`config.mk`:
```
export PLATFORM = sky130hd
export DESIGN_NAME = ssadc_top
export DESIGN_NICKNAME = d
export VERILOG_FILES = /design/src/core/ssadc_pkg.sv /design/src/core/ssadc_top.sv
export SDC_FILE = /design/constraint.sdc
export NUM_CORES = 1
export LEC_CHECK = 0
export ABC_AREA = 1
export BUFFER_PORTS_ARGS = -buffer_cell sky130_fd_sc_hd__buf_4
export CAP_MARGIN = 25
export CELL_PAD_IN_SITES_DETAIL_PLACEMENT = 0
export CELL_PAD_IN_SITES_GLOBAL_PLACEMENT = 1
export CORE_AREA = 2 2 134 136
export CTS_CLUSTER_SIZE = 20
export DETAILED_ROUTE_END_ITERATION = 10
export DIE_AREA = 0 0 136 138
export GPL_TIMING_DRIVEN = 1
export PLACE_DENSITY = 0.88
export SETUP_SLACK_MARGIN = 0.2
export SYNTH_ARGS = -nofsm -noshare
export SYNTH_HDL_FRONTEND = slang
export SYNTH_SLANG_ARGS = --single-unit
export TNS_END_PERCENT = 10
```
`constraint.sdc`:
```
create_clock -name I_SYS_CLK -period 6.66 [get_ports I_SYS_CLK]
set_input_delay 0.666 -clock I_SYS_CLK [delete_from_list [all_inputs] [get_ports I_SYS_CLK]]
set_output_delay 0.666 -clock I_SYS_CLK [all_outputs]
set_load 0.02 [all_outputs]
```
`src/core/ssadc_pkg.sv`:
```
// Purpose: Constants for the single-slope converter timer block.
// Assumes: 100 MHz system clock, registers reached over a plain port.
// Notes: Register offsets are byte addresses of 32-bit words.
// Functional notes
// - Four channels convert together; fourth channel goes through a 4-way selector.
// - Selector bits 1:0 pick aux input 0, 1, 2, or the reference.
// - A shared 12-bit timer measures start-to-crossing; counts stored per channel.
// - Each sync pulse discharges the ramp and restarts the timer.
// - Sync pulse width comes from a programmable register, 0.05 to 12.5 us.
// - Ramp current adjustable in eight steps over about twenty percent.
// - Mode bit 7 clear counts at half the input clock rate; set counts at clock rate, twice as fast.
// - On comparator trip each channel latches the shared timer value; the next sync copies it into its result register.
// - The count never exceeds 4095; it saturates there.
// - In double update mode sync comes twice per PWM period.
// - A channel not crossing before the next sync reads zero.
// - Trim is 3 bits; 0 is minimum current, 7 is maximum.
// - Trim resets to zero.
// - Fault shutdown suppresses the sync pulse so no conversion starts.
package ssadc_pkg;
	localparam int ADDR_W = 4;
	localparam int DATA_W = 32;
	localparam int CNT_W = 12;
	localparam int NCH = 4;
	localparam logic [ADDR_W-1:0] OFF_MODE = 4'h0;
	localparam logic [ADDR_W-1:0] OFF_SYNCW = 4'h4;
	localparam logic [ADDR_W-1:0] OFF_TRIM = 4'h8;
	localparam logic [ADDR_W-1:0] OFF_STATUS = 4'hC;
	localparam logic [ADDR_W-1:0] OFF_RES_BASE = 4'h0;
	localparam int SEL_LSB = 0;
	localparam int RATE_BIT = 7;
	localparam int MODE_W = 8;
	localparam int SYNCW_W = 11;
	localparam int TRIM_W = 3;
	localparam logic [MODE_W-1:0] MODE_RST = 8'h00;
	localparam logic [TRIM_W-1:0] TRIM_RST = 3'h0;
	localparam logic [CNT_W-1:0] CNT_MAX = 12'hFFF;
	localparam logic [CNT_W-1:0] RES_NONE = 12'h000;
	localparam real SYNCW_MIN_NS = 50.0;
	localparam real SYNCW_MAX_NS = 12500.0;
	localparam real CLK_NS = 10.0;
	localparam int SYNCW_MIN_CYC = int'($ceil(SYNCW_MIN_NS / CLK_NS));
	localparam int SYNCW_MAX_CYC = int'($floor(SYNCW_MAX_NS / CLK_NS));
	localparam logic [1:0] SEL_REF = 2'h3;
endpackage

```
`src/core/ssadc_top.sv`:
```
// Purpose: Digital side of a four-channel single-slope converter.
// Assumes: Comparator and sync inputs synchronous to I_SYS_CLK.
// Notes: Results live at word addresses 0x10..0x1C (bank bit 4).
`timescale 1ns/10ps
`default_nettype none
module ssadc_top #(
	parameter int CNT_W = ssadc_pkg::CNT_W
) (
	input wire logic I_SYS_CLK,
	input wire logic I_RSTN,
	input wire logic [4:0] I_ADDR,
	input wire logic [31:0] I_WDATA,
	input wire logic I_WR,
	input wire logic I_RD,
	input wire logic I_SYNC_REQ,
	input wire logic I_FAULT_N,
	input wire logic [2:0] I_CMP_MAIN,
	input wire logic I_CMP_AUX,
	output logic [31:0] O_RDATA,
	output logic O_RAMP_RESET,
	output logic [1:0] O_AUX_SEL,
	output logic [2:0] O_RAMP_TRIM
);
	// ********************************
	// Reset release
	// ********************************
	logic rst_s1_q;
	logic rst_n_q;
	always_ff @(posedge I_SYS_CLK or negedge I_RSTN) begin
		if (!I_RSTN) begin
			rst_s1_q <= 1'b0;
			rst_n_q <= 1'b0;
		end else begin
			rst_s1_q <= 1'b1;
			rst_n_q <= rst_s1_q;
		end
	end

	// ********************************
	// Register decode
	// ********************************
	logic [ssadc_pkg::MODE_W-1:0] mode_q;
	logic [ssadc_pkg::SYNCW_W-1:0] syncw_q;
	logic [ssadc_pkg::TRIM_W-1:0] trim_q;
	wire bank_res = I_ADDR[4];
	wire [3:0] low_addr = I_ADDR[3:0];
	wire wr_mode = I_WR && !bank_res && low_addr == ssadc_pkg::OFF_MODE;
	wire wr_syncw = I_WR && !bank_res && low_addr == ssadc_pkg::OFF_SYNCW;
	wire wr_trim = I_WR && !bank_res && low_addr == ssadc_pkg::OFF_TRIM;
	wire fast_rate = mode_q[ssadc_pkg::RATE_BIT];
	// Out-of-range width values are clamped so the ramp always gets
	// a full discharge and the conversion window is never swallowed
	wire [ssadc_pkg::SYNCW_W-1:0] syncw_lo =
		ssadc_pkg::SYNCW_W'(ssadc_pkg::SYNCW_MIN_CYC);
	wire [ssadc_pkg::SYNCW_W-1:0] syncw_hi =
		ssadc_pkg::SYNCW_W'(ssadc_pkg::SYNCW_MAX_CYC);
	wire [ssadc_pkg::SYNCW_W-1:0] syncw_eff =
		(syncw_q < syncw_lo) ? syncw_lo :
		(syncw_q > syncw_hi) ? syncw_hi : syncw_q;

	always_ff @(posedge I_SYS_CLK or negedge rst_n_q) begin
		if (!rst_n_q) begin
			mode_q <= ssadc_pkg::MODE_RST;
			syncw_q <= '0;
			trim_q <= ssadc_pkg::TRIM_RST;
		end else begin
			if (wr_mode)
				mode_q <= I_WDATA[ssadc_pkg::MODE_W-1:0];
			if (wr_syncw)
				syncw_q <= I_WDATA[ssadc_pkg::SYNCW_W-1:0];
			if (wr_trim)
				trim_q <= I_WDATA[ssadc_pkg::TRIM_W-1:0];
		end
	end

	// ********************************
	// Sync pulse and ramp reset
	// ********************************
	logic sync_q;
	logic [ssadc_pkg::SYNCW_W-1:0] wcnt_q;
	logic ramp_rst_q;
	// Double update mode simply means the generator fires twice per period;
	// every qualifying edge restarts a conversion
	wire sync_rise = I_SYNC_REQ && !sync_q && I_FAULT_N;
	always_ff @(posedge I_SYS_CLK or negedge rst_n_q) begin
		if (!rst_n_q) begin
			sync_q <= 1'b0;
			wcnt_q <= '0;
			ramp_rst_q <= 1'b0;
		end else begin
			sync_q <= I_SYNC_REQ;
			if (sync_rise) begin
				wcnt_q <= syncw_eff;
				ramp_rst_q <= 1'b1;
			end else if (wcnt_q > 1) begin
				wcnt_q <= wcnt_q - 1'b1;
			end else begin
				wcnt_q <= '0;
				ramp_rst_q <= 1'b0;
			end
		end
	end
	// Conversion starts when the discharge window closes
	wire conv_start = ramp_rst_q && wcnt_q <= 1 && !sync_rise;

	// ********************************
	// Shared timer
	// ********************************
	logic [CNT_W-1:0] tmr_q;
	logic div_q;
	logic run_q;
	wire tick = fast_rate || div_q;
	wire at_max = tmr_q == CNT_W'(ssadc_pkg::CNT_MAX);
	always_ff @(posedge I_SYS_CLK or negedge rst_n_q) begin
		if (!rst_n_q) begin
			tmr_q <= '0;
			div_q <= 1'b0;
			run_q <= 1'b0;
		end else begin
			div_q <= conv_start ? 1'b0 : !div_q;
			if (sync_rise) begin
				tmr_q <= '0;
				run_q <= 1'b0;
			end else if (conv_start) begin
				tmr_q <= '0;
				run_q <= 1'b1;
			end else if (run_q && tick && !at_max) begin
				tmr_q <= tmr_q + 1'b1;
			end
		end
	end

	// ********************************
	// Channel capture
	// ********************************
	wire [ssadc_pkg::NCH-1:0] cmp = {I_CMP_AUX, I_CMP_MAIN};
	logic [CNT_W-1:0] res_q [ssadc_pkg::NCH];
	logic [CNT_W-1:0] acc_q [ssadc_pkg::NCH];
	logic [ssadc_pkg::NCH-1:0] done_q;
	genvar g;
	generate
		for (g = 0; g < ssadc_pkg::NCH; g++) begin : g_ch
			always_ff @(posedge I_SYS_CLK or negedge rst_n_q) begin
				if (!rst_n_q) begin
					acc_q[g] <= ssadc_pkg::RES_NONE;
					res_q[g] <= ssadc_pkg::RES_NONE;
					done_q[g] <= 1'b0;
				end else if (sync_rise) begin
					// Missed crossings publish zero
					res_q[g] <= done_q[g] ? acc_q[g]
						: ssadc_pkg::RES_NONE;
					acc_q[g] <= ssadc_pkg::RES_NONE;
					done_q[g] <= 1'b0;
				end else if (run_q && cmp[g] && !done_q[g]) begin
					acc_q[g] <= tmr_q;
					done_q[g] <= 1'b1;
				end
			end
		end
	endgenerate

	// ********************************
	// Read port
	// ********************************
	wire [1:0] ridx = low_addr[3:2];
	wire [31:0] rd_cfg =
		(low_addr == ssadc_pkg::OFF_MODE) ? 32'(mode_q) :
		(low_addr == ssadc_pkg::OFF_SYNCW) ? 32'(syncw_q) :
		(low_addr == ssadc_pkg::OFF_TRIM) ? 32'(trim_q) :
		(low_addr == ssadc_pkg::OFF_STATUS) ?
			32'({run_q, done_q}) : 32'h00000000;
	wire [31:0] rd_mux = bank_res ? 32'(res_q[ridx]) : rd_cfg;
	always_ff @(posedge I_SYS_CLK or negedge rst_n_q) begin
		if (!rst_n_q) begin
			O_RDATA <= 32'h00000000;
			O_RAMP_RESET <= 1'b1;
			O_AUX_SEL <= 2'h0;
			O_RAMP_TRIM <= ssadc_pkg::TRIM_RST;
		end else begin
			O_RDATA <= I_RD ? rd_mux : 32'h00000000;
			O_RAMP_RESET <= ramp_rst_q || !I_FAULT_N;
			O_AUX_SEL <= mode_q[ssadc_pkg::SEL_LSB+:2];
			O_RAMP_TRIM <= trim_q;
		end
	end
endmodule // ssadc_top
`default_nettype wire

```
Yosys cells after proc, flatten, opt, wreduce, memory -nomap -nowiden
Index checks and enable logic that the tools add are counted.
- shift operators: 0
- bitwise gates (word level): 1
- multiplexer cells: 41
- reductions and logical operators: 37
- eq/ne operators: 5
- divide/modulo/power cells: 0
- $lt $le $gt $ge: 5
- multiply operators: 0
- add/sub/neg operators: 2
- operators with widths (operator ; count):
    12-bit two-way mux ; 19
    11-bit two-way mux ; 6
    12-bit binary-select mux with 2-bit select ; 1
    1-bit logical AND ; 18
    1-bit two-way mux ; 13
    12-bit by 1-bit adder with 12-bit output (second input constant) ; 1
    12-bit == test (second input constant) ; 1
    11-bit by 1-bit greater-than comparator with 1-bit output (second input constant) ; 1
    11-bit greater-than comparator (second input constant) ; 1
    11-bit by 1-bit less-or-equal comparator with 1-bit output (second input constant) ; 1
    11-bit by 3-bit less-than comparator with 1-bit output (second input constant) ; 1
    11-bit by 1-bit subtractor with 11-bit output (second input constant) ; 1
    1-bit zero test ; 10
    5-bit two-way mux ; 2
    2-bit nonzero test ; 5
    4-bit == test (second input constant) ; 2
    4-bit by 3-bit == test with 1-bit output (second input constant) ; 1
    4-bit zero test ; 1
    3-bit greater-or-equal comparator (second input constant) ; 1
    2-bit inverter with 3-bit output ; 1
    3-bit nonzero test ; 1
    1-bit logical OR ; 2
    2-bit != test (second input constant) ; 1
- bits of input ports: 47
- memory bits (writable): 0
- flip-flop bits (word level): 169
- logic and storage cells: 118
- bits in read-only memories: 0
- output and inout bits: 38
- memories kept: 0
- latch bits: 0

Depth between registers and ports, before layout
- depth after elaboration: 7
- depth in mapped cells: 9
- gate-level depth less buffers: 9

Worst setup path after synthesis
Ideal clock, no wire load.
- kind: in2reg
- from: input I_FAULT_N
- to: register acc_q[37] (netlist bit)
- path slack: 4838 ps
- stages: 7
- path buffers: 2
- data arrival time: 1697 ps
- library setup time: 125 ps
- data required time: 6535 ps
- cells stage by stage: nand2_1 -> nor2_4 -> inv_1 -> buf_2 -> nand2_1 -> buf_4 -> mux2_2
- cells in the longest elaborated chain, start to end: 2
- elaborated cells on any way between the ends: 3
- those cells by class: 1 x mux; 2 x reduce/logical
- ends and longest elaborated chain (what ; line ; RTL):
    start: declaration ; ssadc_top.sv:16 ; input wire logic I_FAULT_N,
    1-bit logical AND (*) ; ssadc_top.sv:84 ; wire sync_rise = I_SYNC_REQ && !sync_q && I_FAULT_N;
    12-bit two-way mux / 2-bit nonzero test (equally long branches) ; -- ;
    end signal: indexed assignment ; ssadc_top.sv:145 ; acc_q[g] <= ssadc_pkg::RES_NONE;
    end signal: indexed assignment ; ssadc_top.sv:152 ; acc_q[g] <= ssadc_pkg::RES_NONE;
    end signal: indexed assignment ; ssadc_top.sv:155 ; acc_q[g] <= tmr_q;
    end: declaration ; ssadc_top.sv:138 ; logic [CNT_W-1:0] acc_q [ssadc_pkg::NCH];
Every way passes the cells marked *; elsewhere a longest branch is shown, timed or not.
A chain may end at the register's enable or synchronous reset.

Worst setup path after layout
- from: register sync_q
- to: register acc_q[34] (netlist bit)
- cells in the longest elaborated chain, start to end: 4
- elaborated cells on any way between the ends: 5
- those cells by class: 1 x mux; 4 x reduce/logical
- ends and longest elaborated chain (what ; line ; RTL):
    start: declaration ; ssadc_top.sv:79 ; logic sync_q;
    start signal: assignment ; ssadc_top.sv:87 ; sync_q <= 1'b0;
    start signal: assignment ; ssadc_top.sv:91 ; sync_q <= I_SYNC_REQ;
    1-bit zero test (*) ; ssadc_top.sv:84 ;
    1-bit logical AND (*) (2 in series) ; ssadc_top.sv:84 ;
    12-bit two-way mux / 2-bit nonzero test (equally long branches) ; -- ;
Marks and branches as above.

==> impl_metrics.py <==
metrics = {
    "cells_and_area": {
        "num_antenna_cells": 0,
        "nets": 947,
        "postLayoutCellArea_um2": 8770,
        "synthToLayoutAreaGrowth_pct": 14.0,
        "layout_commonest_cell": "nand2_1",
        "drive_gt1_frac": 0.146,
        "final_cell_mix": "nand2_1 (200), dfrtp_1 (167), inv_1 (107)",
        "fill_cells": 1653,
    },
    "power": {
        "powerDensity_nw_per_um2": 320,
        "p_leak_nw": 4.38,
        "vdd_drop_max_uv": 218,
    },
    "floorplanning": {
        "fp.dieArea_um2": 18800,
        "die_y_um": 138,
        "core.rowCount": 49,
        "die_w_um": 136,
        "io-pin-count": 85,
        "initial_core_util": 0.439,
        "core_um2": 17500,
    },
    "cts": {
        "cts_setup_buffers": 0,
        "numCtsBuffers": 17,
        "clkTransAtPathRegs_ns": 0.06,
        "cts_tree": "done",
        "root_buffer": "clkbuf_16",
        "insertion_delay_ns": 0.43,
        "cts_sinks": 169,
        "htree_num_levels": 4,
        "clock_path_buffers": 2,
    },
    "detailed_routing": {
        "vias": 5847,
        "drt-total-wl_um": 17700,
        "drc": 0,
        "final_antenna_net_count": 0,
        "viasPerCell": 5.13,
        "wl_per_cell_um": 15.5,
        "drtIter0Drc": 427,
        "drt_first_pass_iters": 8,
    },
    "critical_path": {
        "path_class": "reg -> reg",
        "end_kind": "flop",
        "crit_path_max_incr_delay_ns": 0.63,
        "path_buf_inv": 3,
        "cp.required_ns": 6.97,
        "crit_fanout": 90,
        "start_kind": "flop",
        "cp_common_cell": "buf_4",
        "worst_ep_arrival_time_ns": 3.03,
        "path_cells": "nor2_4, buf_4, inv_1, buf_4, nand2_1, mux2_2",
        "critPathSlowestCell": "buf_4",
        "crit_family": "buffers and inverters",
    },
    "global_routing": {
        "grt.total_usage": 0.198,
        "grt_max_degree": 91,
        "overflow": 0,
        "grt_use_met3": 0.0433,
        "grt_pass1_wl_um": 28800,
        "grt_pass1_vias": 5481,
        "grt-busiest-layer": "met2",
        "grt_antenna_before_repair": 0,
        "use_met2": 0.298,
        "grtUsageMet1": 0.291,
    },
    "sta": {
        "period_minus_slack_ns": 2.72,
        "tightest_slew_ns": 0.833,
        "grt_setup_unrepaired": "no",
        "setup_violations": 0,
        "slew_viol_final": 0,
        "timing_hold_violations_final": 0,
        "slew_headroom": 0.445,
        "period_share": 0.408,
        "fmax_ghz": 0.368,
        "fin_tns_setup_ns": 0,
        "fin_worst_skew_ns": 0.0111,
    },
    "run_status": {
        "outcome": "finished clean",
    },
    "place": {
        "gp_congestion": 0.821,
        "place_area_um2": 8130,
        "portBuffers": 43,
        "hpwl_um": 12000,
    },
    "run": {
        "drv_cap": 0,
    },
    "hold_path": {
        "min_path_type": "reg -> reg",
    },
    "synth": {
        "yosysUniqueCellTypes": 32,
        "syn-mean-instance-area_um2": 8.96,
        "ys_warn_count": 0,
        "yosys_register_bits": 169,
        "yosysSeqAreaShare": 0.550,
        "synth_area_um2": 7690,
        "synthCells": 859,
    },
}
==> state kept, by name, summed over array words and instances, names as in the netlist, 3 cells and up <==
| signal | count |
|---|---|
| O_RAMP_TRIM | 3 |
| O_RDATA | 12 |
| acc_q | 48 |
| done_q | 4 |
| mode_q | 8 |
| res_q | 48 |
| syncw_q | 11 |
| tmr_q | 12 |
| trim_q | 3 |
| wcnt_q | 11 |
==> kinds of logic after synthesis <==
| group | after synthesis | share of synthesized area |
|---|---|---|
| muxes | 40 | 0.0595 |
| buffers and inverters | 157 | 0.0903 |
| and+or+nand+nor | 362 | 0.201 |
| xor gates and xnor gates | 6 | 0.00683 |
| AOI/OAI and AO/OA | 120 | 0.0872 |
| adders and majority gates | 3 | 0.00488 |
| other | 2 | 0.000976 |
| DFF | 169 | 0.550 |
==> power breakdown <==
group	internal, mW	switching, mW
Clock	0.641	0.421
Sequential	1.14	0.149
Combinational	0.164	0.287
Total	1.95	0.857
==> cells in the mapped netlist <==
| library cell | count | area, um2 |
|---|---|---|
| nand2_1 | 200 | 751 |
| dfrtp_1 | 168 | 4200 |
| inv_1 | 107 | 402 |
| o21ai_0 | 81 | 405 |
| nand3_1 | 71 | 355 |
| nor2_1 | 63 | 236 |
| mux2_2 | 38 | 428 |
| buf_4 | 23 | 173 |
| nand4_1 | 18 | 113 |
| o31ai_1 | 13 | 97.6 |
| clkbuf_1 | 11 | 41.3 |
| buf_2 | 9 | 45.0 |
| a21oi_1 | 8 | 40.0 |
| o22ai_1 | 8 | 50.1 |
| xor2_1 | 6 | 52.6 |
| buf_1 | 5 | 18.8 |
| nor2_4 | 4 | 45.0 |
| o211ai_1 | 4 | 30.0 |
| ha_1 | 3 | 37.5 |
| nand2_2 | 3 | 18.8 |
| o2111ai_1 | 3 | 26.3 |
| conb_1 | 2 | 7.51 |
| mux2_4 | 2 | 30.0 |
| a22oi_1 | 1 | 7.51 |
| buf_6 | 1 | 11.3 |
| dfstp_2 | 1 | 26.3 |
| inv_2 | 1 | 3.75 |
| nand2_4 | 1 | 11.3 |
| nor2_2 | 1 | 6.26 |
| o21ai_1 | 1 | 5.00 |
| o221ai_1 | 1 | 8.76 |
| or2_2 | 1 | 6.26 |
==> final timing paths <==
check / startpoint / to / slack, ns / cells past startpoint
worst max-delay path: sync_q / acc_q[34] / 3.94 / 6
worst min-delay path: rst_s1_q / rst_n_q / 0.35 / 0
worst max register to register: sync_q / acc_q[34] / 3.94 / 6
worst min register to register: rst_s1_q / rst_n_q / 0.35 / 0
max in group asynchronous: rst_n_q / mode_q[2] / 5.07 / 1
min in group asynchronous: rst_n_q / tmr_q[11] / 0.39 / 0
==> metrics by stage <==
step | cells | hold WS [ns] | util | power, mW | setup slack [ns]
global placement | 1106 | 0.337 | 0.463 | 1.75 | 3.60
floorplan | 878 | 0.331 | - | 1.61 | 1.60
CTS | 1139 | 0.338 | 0.500 | 2.83 | 3.95
finish | 1139 | 0.348 | 0.500 | 2.80 | 3.94
global route | 1139 | 0.342 | 0.500 | 2.95 | 3.76
detailed placement | 1106 | 0.336 | 0.463 | 1.76 | 3.54
==> metal layers <==
metal,vias up,routed length [um]
li1,2827,-
met1,2837,8290
met2,167,8250
met3,16,1020
met4,0,153
met5,-,0
==> final cells by class <==
cell class / instances / area (um2) / share of cell area
timing repair buffer: 49 / 370 / 0.0422
clock inverter: 14 / 194 / 0.0221
multi-input combinational: 552 / 2840 / 0.324
tap: 229 / 287 / 0.0327
clock buffer: 18 / 439 / 0.0501
inverter: 108 / 405 / 0.0462
sequential: 169 / 4230 / 0.483
==> timing repair <==
action,CTS,global route
hold buffers,1,0
endpoints found under the hold margin,2,0
resized for setup,0,0
(Power assumes the default switching activity.)
